File: src/shared/fpb_pkg.sv
// Constants and types for the fault protection and blink indicator.
// Assumes a single 50 MHz core clock and a plain register port.
package fpb_pkg;
  // ****************************************
  // Timing
  // ****************************************
  localparam int CLK_FREQ_HZ = 50_000_000;
  localparam int TICK_US = 1000;
  localparam int TICK_CYC = CLK_FREQ_HZ / 1_000_000 * TICK_US;
  localparam int PERIOD_S = 3;
  localparam int PERIOD_TICKS = PERIOD_S * 1_000_000 / TICK_US;
  localparam int PULSE_MS = 200;
  localparam int PULSE_TICKS = PULSE_MS * 1000 / TICK_US;
  localparam int CNT_W = 16;
  localparam int HALF_W = 4;

  // ****************************************
  // Register map
  // ****************************************
  localparam int ADDR_W = 8;
  localparam logic [7:0] REG_FAULT = 8'h00;
  localparam logic [7:0] REG_IRQ_STS = 8'h04;
  localparam logic [7:0] REG_IRQ_CLR = 8'h08;
  localparam logic [7:0] REG_IRQ_EN = 8'h0c;
  localparam logic [2:0] IRQ_EN_RST = 3'h0;
  localparam int FLD_WIND = 3;
  localparam int FLD_CODE = 4;
  localparam int FLD_LAMP = 7;

  // ****************************************
  // Blink counts per fault
  // ****************************************
  localparam logic [2:0] PULSES_NONE = 3'h0;
  localparam logic [2:0] PULSES_OC = 3'h1;
  localparam logic [2:0] PULSES_OV = 3'h2;
  localparam logic [2:0] PULSES_PH = 3'h4;

  // ****************************************
  // Types
  // ****************************************
  typedef struct packed {
    logic ph;
    logic ov;
    logic oc;
  } fpb_flt_t;

  typedef enum logic [0:0] {
    LMP_IDLE = 1'b0,
    LMP_RUN = 1'b1
  } fpb_lmp_t;
endpackage

File: src/logic/fpb_top.sv
// Fault latch, winding release and fault lamp blink coder.
// Assumes detector inputs are asynchronous levels and the register
// master follows the one-cycle strobe protocol.
//
// Behaviour
// - Lamp pattern repeats every 3 seconds.
// - Pulse count per period names the fault.
// - Only one fault shown, by fixed priority.
// - Over-current latches, shows one pulse.
// - Over-voltage latches, shows two pulses.
// - Phase error latches, shows four pulses.
// - Any fault switches winding outputs off.
// - Faults clear only at power-on reset.
//
// Strobed register access and the register addresses were decided locally.
module fpb_top #(
  parameter int TICK_CYC = fpb_pkg::TICK_CYC,
  parameter int PERIOD_TICKS = fpb_pkg::PERIOD_TICKS,
  parameter int PULSE_TICKS = fpb_pkg::PULSE_TICKS
) (
  // Clock and reset
  input wire logic I_CORE_CLK,
  input wire logic I_NRST,
  // Register port
  input wire logic [fpb_pkg::ADDR_W-1:0] I_ADDR,
  input wire logic [31:0] I_WDATA,
  input wire logic I_WR,
  input wire logic I_RD,
  output logic [31:0] O_RDATA,
  // Fault detectors
  input wire logic I_OC_DET,
  input wire logic I_OV_DET,
  input wire logic I_PH_DET,
  // Lamp, power stage and interrupt
  output logic O_LAMP,
  output logic O_WIND_EN,
  output logic O_IRQ
);

  localparam int TW = $clog2(TICK_CYC + 1);
  localparam int CW = fpb_pkg::CNT_W;
  localparam int HW = fpb_pkg::HALF_W;

  // ****************************************
  // Declarations
  // ****************************************
  logic [2:0] flt_s1_ff;
  logic [2:0] flt_s2_ff;
  fpb_pkg::fpb_flt_t flt_ff;
  logic [2:0] flt_new;
  logic [TW-1:0] div_ff;
  logic tick_ff;
  fpb_pkg::fpb_lmp_t state_ff;
  logic [2:0] code_ff;
  logic [CW-1:0] ms_ff;
  logic [CW-1:0] sub_ff;
  logic [HW-1:0] half_ff;
  logic lamp_on;
  logic lamp_ff;
  logic wind_en_ff;
  logic [2:0] sts_ff;
  logic [2:0] nxt_sts;
  logic [2:0] en_ff;
  logic irq_ff;
  logic [31:0] rdata_ff;

  // Highest-priority fault as a blink count
  function automatic logic [2:0] sel_pulses(input fpb_pkg::fpb_flt_t f);
    logic [2:0] p;
    p = fpb_pkg::PULSES_NONE;
    if (f.oc) begin
      p = fpb_pkg::PULSES_OC;
    end else if (f.ov) begin
      p = fpb_pkg::PULSES_OV;
    end else if (f.ph) begin
      p = fpb_pkg::PULSES_PH;
    end
    return p;
  endfunction

  // ****************************************
  // Detector sync and fault latch
  // ****************************************

  // Two-stage synchroniser on detector levels
  always_ff @(posedge I_CORE_CLK or negedge I_NRST) begin
    if (!I_NRST) begin
      flt_s1_ff <= 3'h0;
      flt_s2_ff <= 3'h0;
    end else begin
      flt_s1_ff <= {I_PH_DET, I_OV_DET, I_OC_DET};
      flt_s2_ff <= flt_s1_ff;
    end
  end

  // Sticky latch, only reset clears it
  always_ff @(posedge I_CORE_CLK or negedge I_NRST) begin
    if (!I_NRST) begin
      flt_ff <= '0;
    end else begin
      flt_ff <= fpb_pkg::fpb_flt_t'(flt_ff | flt_s2_ff);
    end
  end

  // Newly tripped faults
  assign flt_new = flt_s2_ff & ~flt_ff;

  // Winding release on any fault
  always_ff @(posedge I_CORE_CLK or negedge I_NRST) begin
    if (!I_NRST) begin
      wind_en_ff <= 1'b0;
    end else begin
      wind_en_ff <= ~(|flt_ff | |flt_s2_ff);
    end
  end

  // ****************************************
  // Millisecond tick
  // ****************************************

  // Divider giving a one-cycle tick
  always_ff @(posedge I_CORE_CLK or negedge I_NRST) begin
    if (!I_NRST) begin
      div_ff <= '0;
      tick_ff <= 1'b0;
    end else if (div_ff == TW'(TICK_CYC - 1)) begin
      div_ff <= '0;
      tick_ff <= 1'b1;
    end else begin
      div_ff <= div_ff + 1'b1;
      tick_ff <= 1'b0;
    end
  end

  // ****************************************
  // Blink sequencer
  // ****************************************

  // Period, half-slot and code tracking
  always_ff @(posedge I_CORE_CLK or negedge I_NRST) begin
    if (!I_NRST) begin
      state_ff <= fpb_pkg::LMP_IDLE;
      code_ff <= fpb_pkg::PULSES_NONE;
      ms_ff <= '0;
      sub_ff <= '0;
      half_ff <= '0;
    end else begin
      case (state_ff)
        fpb_pkg::LMP_IDLE: begin
          if (|flt_ff) begin
            state_ff <= fpb_pkg::LMP_RUN;
            code_ff <= sel_pulses(flt_ff);
            ms_ff <= '0;
            sub_ff <= '0;
            half_ff <= '0;
          end
        end
        fpb_pkg::LMP_RUN: begin
          if (tick_ff) begin
            if (ms_ff == CW'(PERIOD_TICKS - 1)) begin
              ms_ff <= '0;
              sub_ff <= '0;
              half_ff <= '0;
              code_ff <= sel_pulses(flt_ff);
            end else begin
              ms_ff <= ms_ff + 1'b1;
              if (sub_ff == CW'(PULSE_TICKS - 1)) begin
                sub_ff <= '0;
                if (half_ff != {HW{1'b1}}) begin
                  half_ff <= half_ff + 1'b1;
                end
              end else begin
                sub_ff <= sub_ff + 1'b1;
              end
            end
          end
        end
        default: begin
          state_ff <= fpb_pkg::LMP_IDLE;
        end
      endcase
    end
  end

  // Lit on even half-slots below twice the count
  assign lamp_on = (state_ff == fpb_pkg::LMP_RUN) && !half_ff[0]
                   && (half_ff < {code_ff, 1'b0});

  // Registered lamp drive
  always_ff @(posedge I_CORE_CLK or negedge I_NRST) begin
    if (!I_NRST) begin
      lamp_ff <= 1'b0;
    end else begin
      lamp_ff <= lamp_on;
    end
  end

  // ****************************************
  // Interrupts
  // ****************************************

  // Sticky status, set beats clear
  always_comb begin
    nxt_sts = sts_ff;
    if (I_WR && (I_ADDR == fpb_pkg::REG_IRQ_CLR)) begin
      nxt_sts = sts_ff & ~I_WDATA[2:0];
    end
    nxt_sts = nxt_sts | flt_new;
  end

  // Status, enable and interrupt line
  always_ff @(posedge I_CORE_CLK or negedge I_NRST) begin
    if (!I_NRST) begin
      sts_ff <= 3'h0;
      en_ff <= fpb_pkg::IRQ_EN_RST;
      irq_ff <= 1'b0;
    end else begin
      sts_ff <= nxt_sts;
      if (I_WR && (I_ADDR == fpb_pkg::REG_IRQ_EN)) begin
        en_ff <= I_WDATA[2:0];
      end
      irq_ff <= |(sts_ff & en_ff);
    end
  end

  // ****************************************
  // Register read
  // ****************************************

  // Read data valid one cycle after strobe
  always_ff @(posedge I_CORE_CLK or negedge I_NRST) begin
    if (!I_NRST) begin
      rdata_ff <= 32'h0;
    end else begin
      rdata_ff <= 32'h0;
      if (I_RD) begin
        case (I_ADDR)
          fpb_pkg::REG_FAULT: begin
            rdata_ff[2:0] <= flt_ff;
            rdata_ff[fpb_pkg::FLD_WIND] <= wind_en_ff;
            rdata_ff[fpb_pkg::FLD_CODE +: 3] <= code_ff;
            rdata_ff[fpb_pkg::FLD_LAMP] <= lamp_ff;
          end
          fpb_pkg::REG_IRQ_STS: begin
            rdata_ff[2:0] <= sts_ff;
          end
          fpb_pkg::REG_IRQ_EN: begin
            rdata_ff[2:0] <= en_ff;
          end
          default: begin
            rdata_ff <= 32'h0;
          end
        endcase
      end
    end
  end

  // Output drive
  assign O_RDATA = rdata_ff;
  assign O_LAMP = lamp_ff;
  assign O_WIND_EN = wind_en_ff;
  assign O_IRQ = irq_ff;
endmodule

File: config.mk
export PLATFORM = sky130hd
export DESIGN_NAME = fpb_top
export DESIGN_NICKNAME = d
export VERILOG_FILES = /design/src/shared/fpb_pkg.sv /design/src/logic/fpb_top.sv
export SDC_FILE = /design/constraint.sdc
export NUM_CORES = 1
export LEC_CHECK = 0
export ABC_CLOCK_PERIOD_IN_PS = 2000
export BUFFER_PORTS_ARGS = -buffer_cell sky130_fd_sc_hd__buf_4
export CORE_ASPECT_RATIO = 1.1
export CORE_MARGIN = 4
export CORE_UTILIZATION = 30
export DETAILED_ROUTE_END_ITERATION = 8
export GPL_ROUTABILITY_DRIVEN = 0
export HOLD_SLACK_MARGIN = 0.02
export PLACE_DENSITY_LB_ADDON = 0.2
export SYNTH_ARGS = -nofsm -noshare
export SYNTH_HDL_FRONTEND = slang
export SYNTH_SLANG_ARGS = --single-unit
export TNS_END_PERCENT = 30
File: constraint.sdc
create_clock -name I_CORE_CLK -period 2 [get_ports I_CORE_CLK]
set_input_delay 0.3 -clock I_CORE_CLK [delete_from_list [all_inputs] [get_ports I_CORE_CLK]]
set_output_delay 0.3 -clock I_CORE_CLK [all_outputs]
set_load 0.05 [all_outputs]
# Word-level counts from Yosys, hierarchy flattened
# Index checks and enable logic that the tools add are counted.
# W data, S select, Z words.
dict set report word_totals {
  reg_bits 83
  in_bits 47
  output_inout_bits 35
  elab_cells 86
}
dict set report classes {
  n_addsub 4
  order_cmp 1
  eq_ne 12
  n_mux 29
  bitwise 10
  reduce_logical 12
}
# cell n
set op_table {}
lappend op_table {{$mux W16} 7}
lappend op_table {{$pmux W16 S2} 2}
lappend op_table {{$add A16 B1 Y16 const B} 3}
lappend op_table {{$mux W3} 7}
lappend op_table {{$mux W4} 5}
lappend op_table {{$eq A16 B12 Y1 const B} 1}
lappend op_table {{$eq A16 B16 Y1 const B} 1}
lappend op_table {{$eq A16 B8 Y1 const B} 1}
lappend op_table {{$eq A8 B4 Y1 const B} 2}
lappend op_table {{$and A3 B3 Y3} 3}
lappend op_table {{$pmux W3 S3} 1}
lappend op_table {{$reduce_or A3 Y1} 3}
lappend op_table {{$eq A8 B3 Y1 const B} 1}
lappend op_table {{$logic_not A8 Y1} 1}
lappend op_table {{$mux W8} 1}
lappend op_table {{$pmux W4 S2} 1}
lappend op_table {{$ne A3 B1 Y1 const B} 2}
lappend op_table {{$not A3 Y3} 2}
lappend op_table {{$or A3 B3 Y3} 2}
lappend op_table {{$pmux W3 S2} 1}
lappend op_table {{$mux W5} 1}
lappend op_table {{$add A4 B1 Y4 const B} 1}
lappend op_table {{$logic_and A1 B1 Y1} 4}
lappend op_table {{$lt A4 B4 Y1} 1}
lappend op_table {{other kinds (10)} 14}

# Depth between registers and ports, before layout
dict set report logic_depth {
  word_depth 6
  ltp_mapped 6
  mapped_depth_nobuf 6
}

# Least setup slack after synthesis
# Ideal clock, no wire load.
dict set report synth_path {
  path_type {reg2reg}
  startpoint {register ms_ff[12]}
  endpoint {register code_ff[0]}
  setup_time_ns 0.128
  arrival_ns 1.932
  t_required_ns 1.872
  path_slack_ns -0.059
  path_stages_with_launch 5
  n_path_buf 0
  path_cell_list {dfrtp_1 -> or4_4 -> o41a_4 -> nor2_8 -> mux2_1}
}
dict set report synth_via {
  elab_chain_len 3
}
# item line_no
set synth_rtl {}
lappend synth_rtl {{start: declaration} fpb_top.sv:55} ;# logic [CW-1:0] ms_ff;
lappend synth_rtl {{start signal: assignment} fpb_top.sv:166} ;# ms_ff <= ms_ff + 1'b1;
lappend synth_rtl {{$eq A16 B12 Y1} fpb_top.sv:160} ;# if (ms_ff == CW'(PERIOD_TICKS - 1)) begin
lappend synth_rtl {{$ne A2 B1 Y1 (no source line)} --}
lappend synth_rtl {{$reduce_and A3 Y1 (no source line)} --}
lappend synth_rtl {{end signal: assignment} fpb_top.sv:143} ;# code_ff <= fpb_pkg::PULSES_NONE;
lappend synth_rtl {{end signal: assignment} fpb_top.sv:152} ;# code_ff <= sel_pulses(flt_ff);
lappend synth_rtl {{end signal: assignment} fpb_top.sv:164} ;# code_ff <= sel_pulses(flt_ff);
lappend synth_rtl {{end: declaration} fpb_top.sv:54} ;# logic [2:0] code_ff;
# No other way between the ends.
# A chain may end at the register's enable or synchronous reset.

# Final worst setup path
# Ends and elaborated chain as after synthesis.

==> metrics.txt <==
# TYPE chip_impl_metric gauge
chip_impl_metric{name="clock_sink_count",unit=""} 83
chip_impl_metric{name="crit_path_max_cell_delay",unit="ns"} 0.57
chip_impl_info{name="cp_cell_sequence",value="or4_4, o41a_4, nor2_8, mux2_4"} 1
chip_impl_metric{name="row_count",unit=""} 44
chip_impl_metric{name="synth_largest_type_area_fraction",unit=""} 0.5173
chip_impl_metric{name="comb_power_share",unit=""} 0.059
chip_impl_metric{name="synthesis.area_per_instance",unit="µm²"} 10.40
chip_impl_metric{name="drt_iter0_markers",unit=""} 171
chip_impl_metric{name="grt_usage",unit=""} 0.1116
chip_impl_metric{name="finalWorstPathRequiredPeriod",unit="ns"} 1.959
chip_impl_info{name="mostFrequentLayoutCell",value="dfrtp_1"} 1
chip_impl_info{name="cell_type_with_the_largest_total_area_after_synthesis",value="dfrtp_1"} 1
chip_impl_metric{name="placeableCoreArea",unit="µm²"} 13160
chip_impl_metric{name="power_frac_seq",unit=""} 0.443
chip_impl_metric{name="peakVddDrop",unit="mV"} 0.3296
chip_impl_metric{name="floorplan.die.width",unit="µm"} 118.3
chip_impl_info{name="clk_root_buffer_cell",value="clkbuf_16"} 1
chip_impl_metric{name="grt_pass1_vias",unit=""} 3030
chip_impl_metric{name="dpl_worst_slack",unit="ns"} 0.02067
chip_impl_metric{name="worst_slack",unit="ns"} 0.04086
chip_impl_info{name="crit_path_top_delay_cell",value="or4_4"} 1
chip_impl_metric{name="synth_area",unit="µm²"} 4015
chip_impl_info{name="hold_path_class",value="input pin to flip-flop"} 1
chip_impl_metric{name="power.switching_fraction",unit=""} 0.2291
chip_impl_metric{name="power.clock.fraction",unit=""} 0.498
chip_impl_metric{name="hpwlAfterDp",unit="µm"} 5966
chip_impl_metric{name="critical_path_required",unit="ns"} 2.22
chip_impl_metric{name="final-hold-violation-count",unit=""} 0
chip_impl_metric{name="synth_enable_flop_cells",unit=""} 0
chip_impl_metric{name="drt_pass1_iterations",unit=""} 4
chip_impl_info{name="layout.cells.most_common_list",value="dfrtp_1, buf_4, nor2_1"} 1
chip_impl_metric{name="routed-via-count",unit=""} 2914
chip_impl_metric{name="dp_cells",unit=""} 597
chip_impl_metric{name="yosys_warnings",unit=""} 0
chip_impl_metric{name="max-clock-path-buffers",unit=""} 2
chip_impl_metric{name="layout.core_utilization",unit=""} 0.3746
chip_impl_metric{name="finalSetupTns",unit="ns"} 0
chip_impl_metric{name="final-max-slew-violation-count",unit=""} 0
chip_impl_info{name="synth_top_flop_cell",value="dfrtp_1"} 1
chip_impl_metric{name="die_area",unit="µm²"} 15300
chip_impl_metric{name="pwr_density_cell",unit="nW/µm²"} 785.7
chip_impl_metric{name="placement.io_buffers",unit=""} 28
chip_impl_metric{name="detail_route.vias_per_cell",unit=""} 4.738
chip_impl_metric{name="power.switching",unit="mW"} 0.8870
chip_impl_info{name="crit_path_start_kind",value="flip-flop"} 1
chip_impl_metric{name="grt_first_pass_wirelength",unit="µm"} 13980
chip_impl_metric{name="ys_ff_latch",unit=""} 83
chip_impl_metric{name="htree_num_levels",unit=""} 3
chip_impl_metric{name="worst_slew_pin_slew",unit="ns"} 0.5280
chip_impl_metric{name="initial_util",unit=""} 0.3052
chip_impl_metric{name="route.final.wire_length",unit="µm"} 7959
chip_impl_metric{name="slew_headroom",unit=""} 0.6453
chip_impl_metric{name="total_power",unit="mW"} 3.872
chip_impl_metric{name="antenna_violations_before_repair",unit=""} 0
chip_impl_metric{name="achievable-frequency",unit="GHz"} 0.5104
chip_impl_metric{name="netlist_instances",unit=""} 386
chip_impl_metric{name="synth_seq_area_share",unit=""} 0.5173
chip_impl_metric{name="synth.lib_cells_used.distinct",unit=""} 54
chip_impl_info{name="critPathCaptureType",value="flip-flop"} 1
chip_impl_metric{name="cts-buffers-inserted",unit=""} 9
chip_impl_metric{name="finalNonFillerCells",unit=""} 615
chip_impl_metric{name="die_h",unit="µm"} 129.3
chip_impl_info{name="tritoncts",value="done"} 1
chip_impl_metric{name="clock_latency",unit="ns"} 0.34
chip_impl_metric{name="remaining_drc_errors",unit=""} 0
chip_impl_metric{name="antenna_left",unit=""} 0
chip_impl_metric{name="worst-path-max-fanout",unit=""} 9
chip_impl_metric{name="globalRouteOverflowTotal",unit=""} 0
chip_impl_metric{name="cell_internal_pwr",unit="mW"} 2.985
chip_impl_metric{name="regToRegSetupSlack",unit="ns"} 0.04
chip_impl_metric{name="drive_above_1_share",unit=""} 0.2159
chip_impl_metric{name="maxCapViolCount",unit=""} 0
chip_impl_metric{name="ios",unit=""} 82
chip_impl_info{name="rsz0062_at_grt",value="true"} 1
chip_impl_metric{name="async_reset_ff_frac",unit=""} 1.000
chip_impl_metric{name="num_antenna_cells",unit=""} 0
chip_impl_info{name="timing_worst_setup_path_type",value="flip-flop to flip-flop"} 1
chip_impl_metric{name="area_growth_syn_to_layout",unit="%"} 22.75
chip_impl_info{name="synth.top_cells.by_area",value="dfrtp_1, buf_4, xor2_1"} 1
chip_impl_metric{name="layout.nets",unit=""} 502
chip_impl_metric{name="worst-endpoint-arrival",unit="ns"} 2.18
chip_impl_metric{name="timing.clock.skew",unit="ns"} 0.008683
chip_impl_metric{name="drt-wirelength-per-cell",unit="µm"} 12.94
chip_impl_metric{name="fillerInstances",unit=""} 1317
chip_impl_metric{name="leakage",unit="nW"} 2.327
chip_impl_metric{name="setup_violations",unit=""} 0
chip_impl_metric{name="maximum_number_of_pins_on_one_net_before_global_route_repair",unit=""} 39
chip_impl_info{name="outcome",value="complete, no violations"} 1
chip_impl_metric{name="cts.clk_slew.worst_paths",unit="ns"} 0.07
chip_impl_metric{name="period_share",unit=""} 0.9796
Yosys cell counts (2+ instances only):
cell type and number:
nor2b_1 5, or4_1 2, or3_1 2, nand3_1 23, mux2i_1 3, o21ai_0 14, nand2_1 27, a22o_1 3
nand2b_1 3, nor4_1 9, and3_1 9, nor3b_1 2, buf_4 25, ha_1 6, nand2_4 2, clkbuf_1 2
and2_1 3, mux2_2 3, nor4b_1 2, nor3_1 11, nand4_1 13, xnor2_1 12, xor2_1 20, a21o_1 3
a21oi_1 7, or2_2 4, dfrtp_1 83, and4_1 5, o31ai_1 5, nor2_1 41, o21ai_1 2, a31oi_1 2
inv_1 12
cells by family after synthesis:
family / share of synthesized area
other cells: 0.0009340
buf+inv: 0.06201
compound gates: 0.07884
xor+xnor: 0.06980
mux: 0.01870
flops: 0.5173
fa+ha+maj: 0.01870
simple gates: 0.2337
registers in the layout, indices dropped and copies added (netlist names), 3 cells and up:
name and count:
ms_ff 16, sts_ff 3, code_ff 3, flt_s2_ff 3, half_ff 4, div_ff 16, O_RDATA 8, sub_ff 16
en_ff 3, flt_s1_ff 3, flt_ff 3
layer usage:
layer / share of wire / GRT usage
met5: 0 / 0
met4: 0.020 / 0.05034
met3: 0.043 / 0.03099
met1: 0.46 / 0.1415
met2: 0.47 / 0.1793
metrics by stage:
| stage | hold slack (ns) | cell area, µm² |
|---|---|---|
| after global placement | 0.2528 | 4528 |
| after CTS | 0.04567 | 4887 |
| after global routing | 0.04489 | 4928 |
| after detailed placement | 0.2502 | 4528 |
| after floorplan | 0.004409 | 4101 |
| final | 0.05714 | 4928 |
critical path, delay by kind of cell, from the launching register on:
kind	cells	cell delay [ns]
muxes	1	0.30
DFF	1	0.38
and+or+nand+nor	2	0.69
AOI/OAI and AO/OA	1	0.47
what timing repair did:
action | CTS | global route
endpoints found under the setup margin | 0 | 21
buffers inserted | 0 | 1
endpoints found under the hold margin | 25 | 0
hold buffers | 1 | 0
gates resized for setup | 0 | 8
cell type report:
| cell class | count | area (µm²) | area share |
|---|---|---|---|
| multi-input cells | 285 | 1803 | 0.3658 |
| repair buffers | 57 | 446.7 | 0.09063 |
| well taps | 161 | 201.4 | 0.04087 |
| clock inverters | 7 | 123.9 | 0.02513 |
| flip-flops and latches | 83 | 2079 | 0.4219 |
| inverters | 13 | 48.80 | 0.009901 |
| clock buffers | 9 | 225.2 | 0.04570 |
power groups by stage:
stage          clock network, mW  registers, mW  logic, mW
6_report                    1.93           1.72      0.227
5_1_grt                     2.06           1.72      0.249
4_1_cts                     1.98           1.71      0.231
3_5_place_dp                   0           1.75      0.229
3_3_place_gp                   0           1.75      0.227
2_1_floorplan                  0           1.76      0.167
final timing paths:
path                                             start                     end  cells past startpoint
worst min register to register  flt_s1_ff[0]$_DFF_PN0_  flt_s2_ff[0]$_DFF_PN0_                      0
max in group asynchronous                       I_NRST    ms_ff[0]$_DFFE_PN0P_                      3
worst min-delay path                          I_PH_DET  flt_s1_ff[2]$_DFF_PN0_                      1
min in group asynchronous                       I_NRST     div_ff[1]$_DFF_PN0_                      2
worst max register to register   ms_ff[12]$_DFFE_PN0P_  code_ff[0]$_DFFE_PN0P_                      4
worst max-delay path             ms_ff[12]$_DFFE_PN0P_  code_ff[0]$_DFFE_PN0P_                      4
Power figures use the tool's default switching activity.
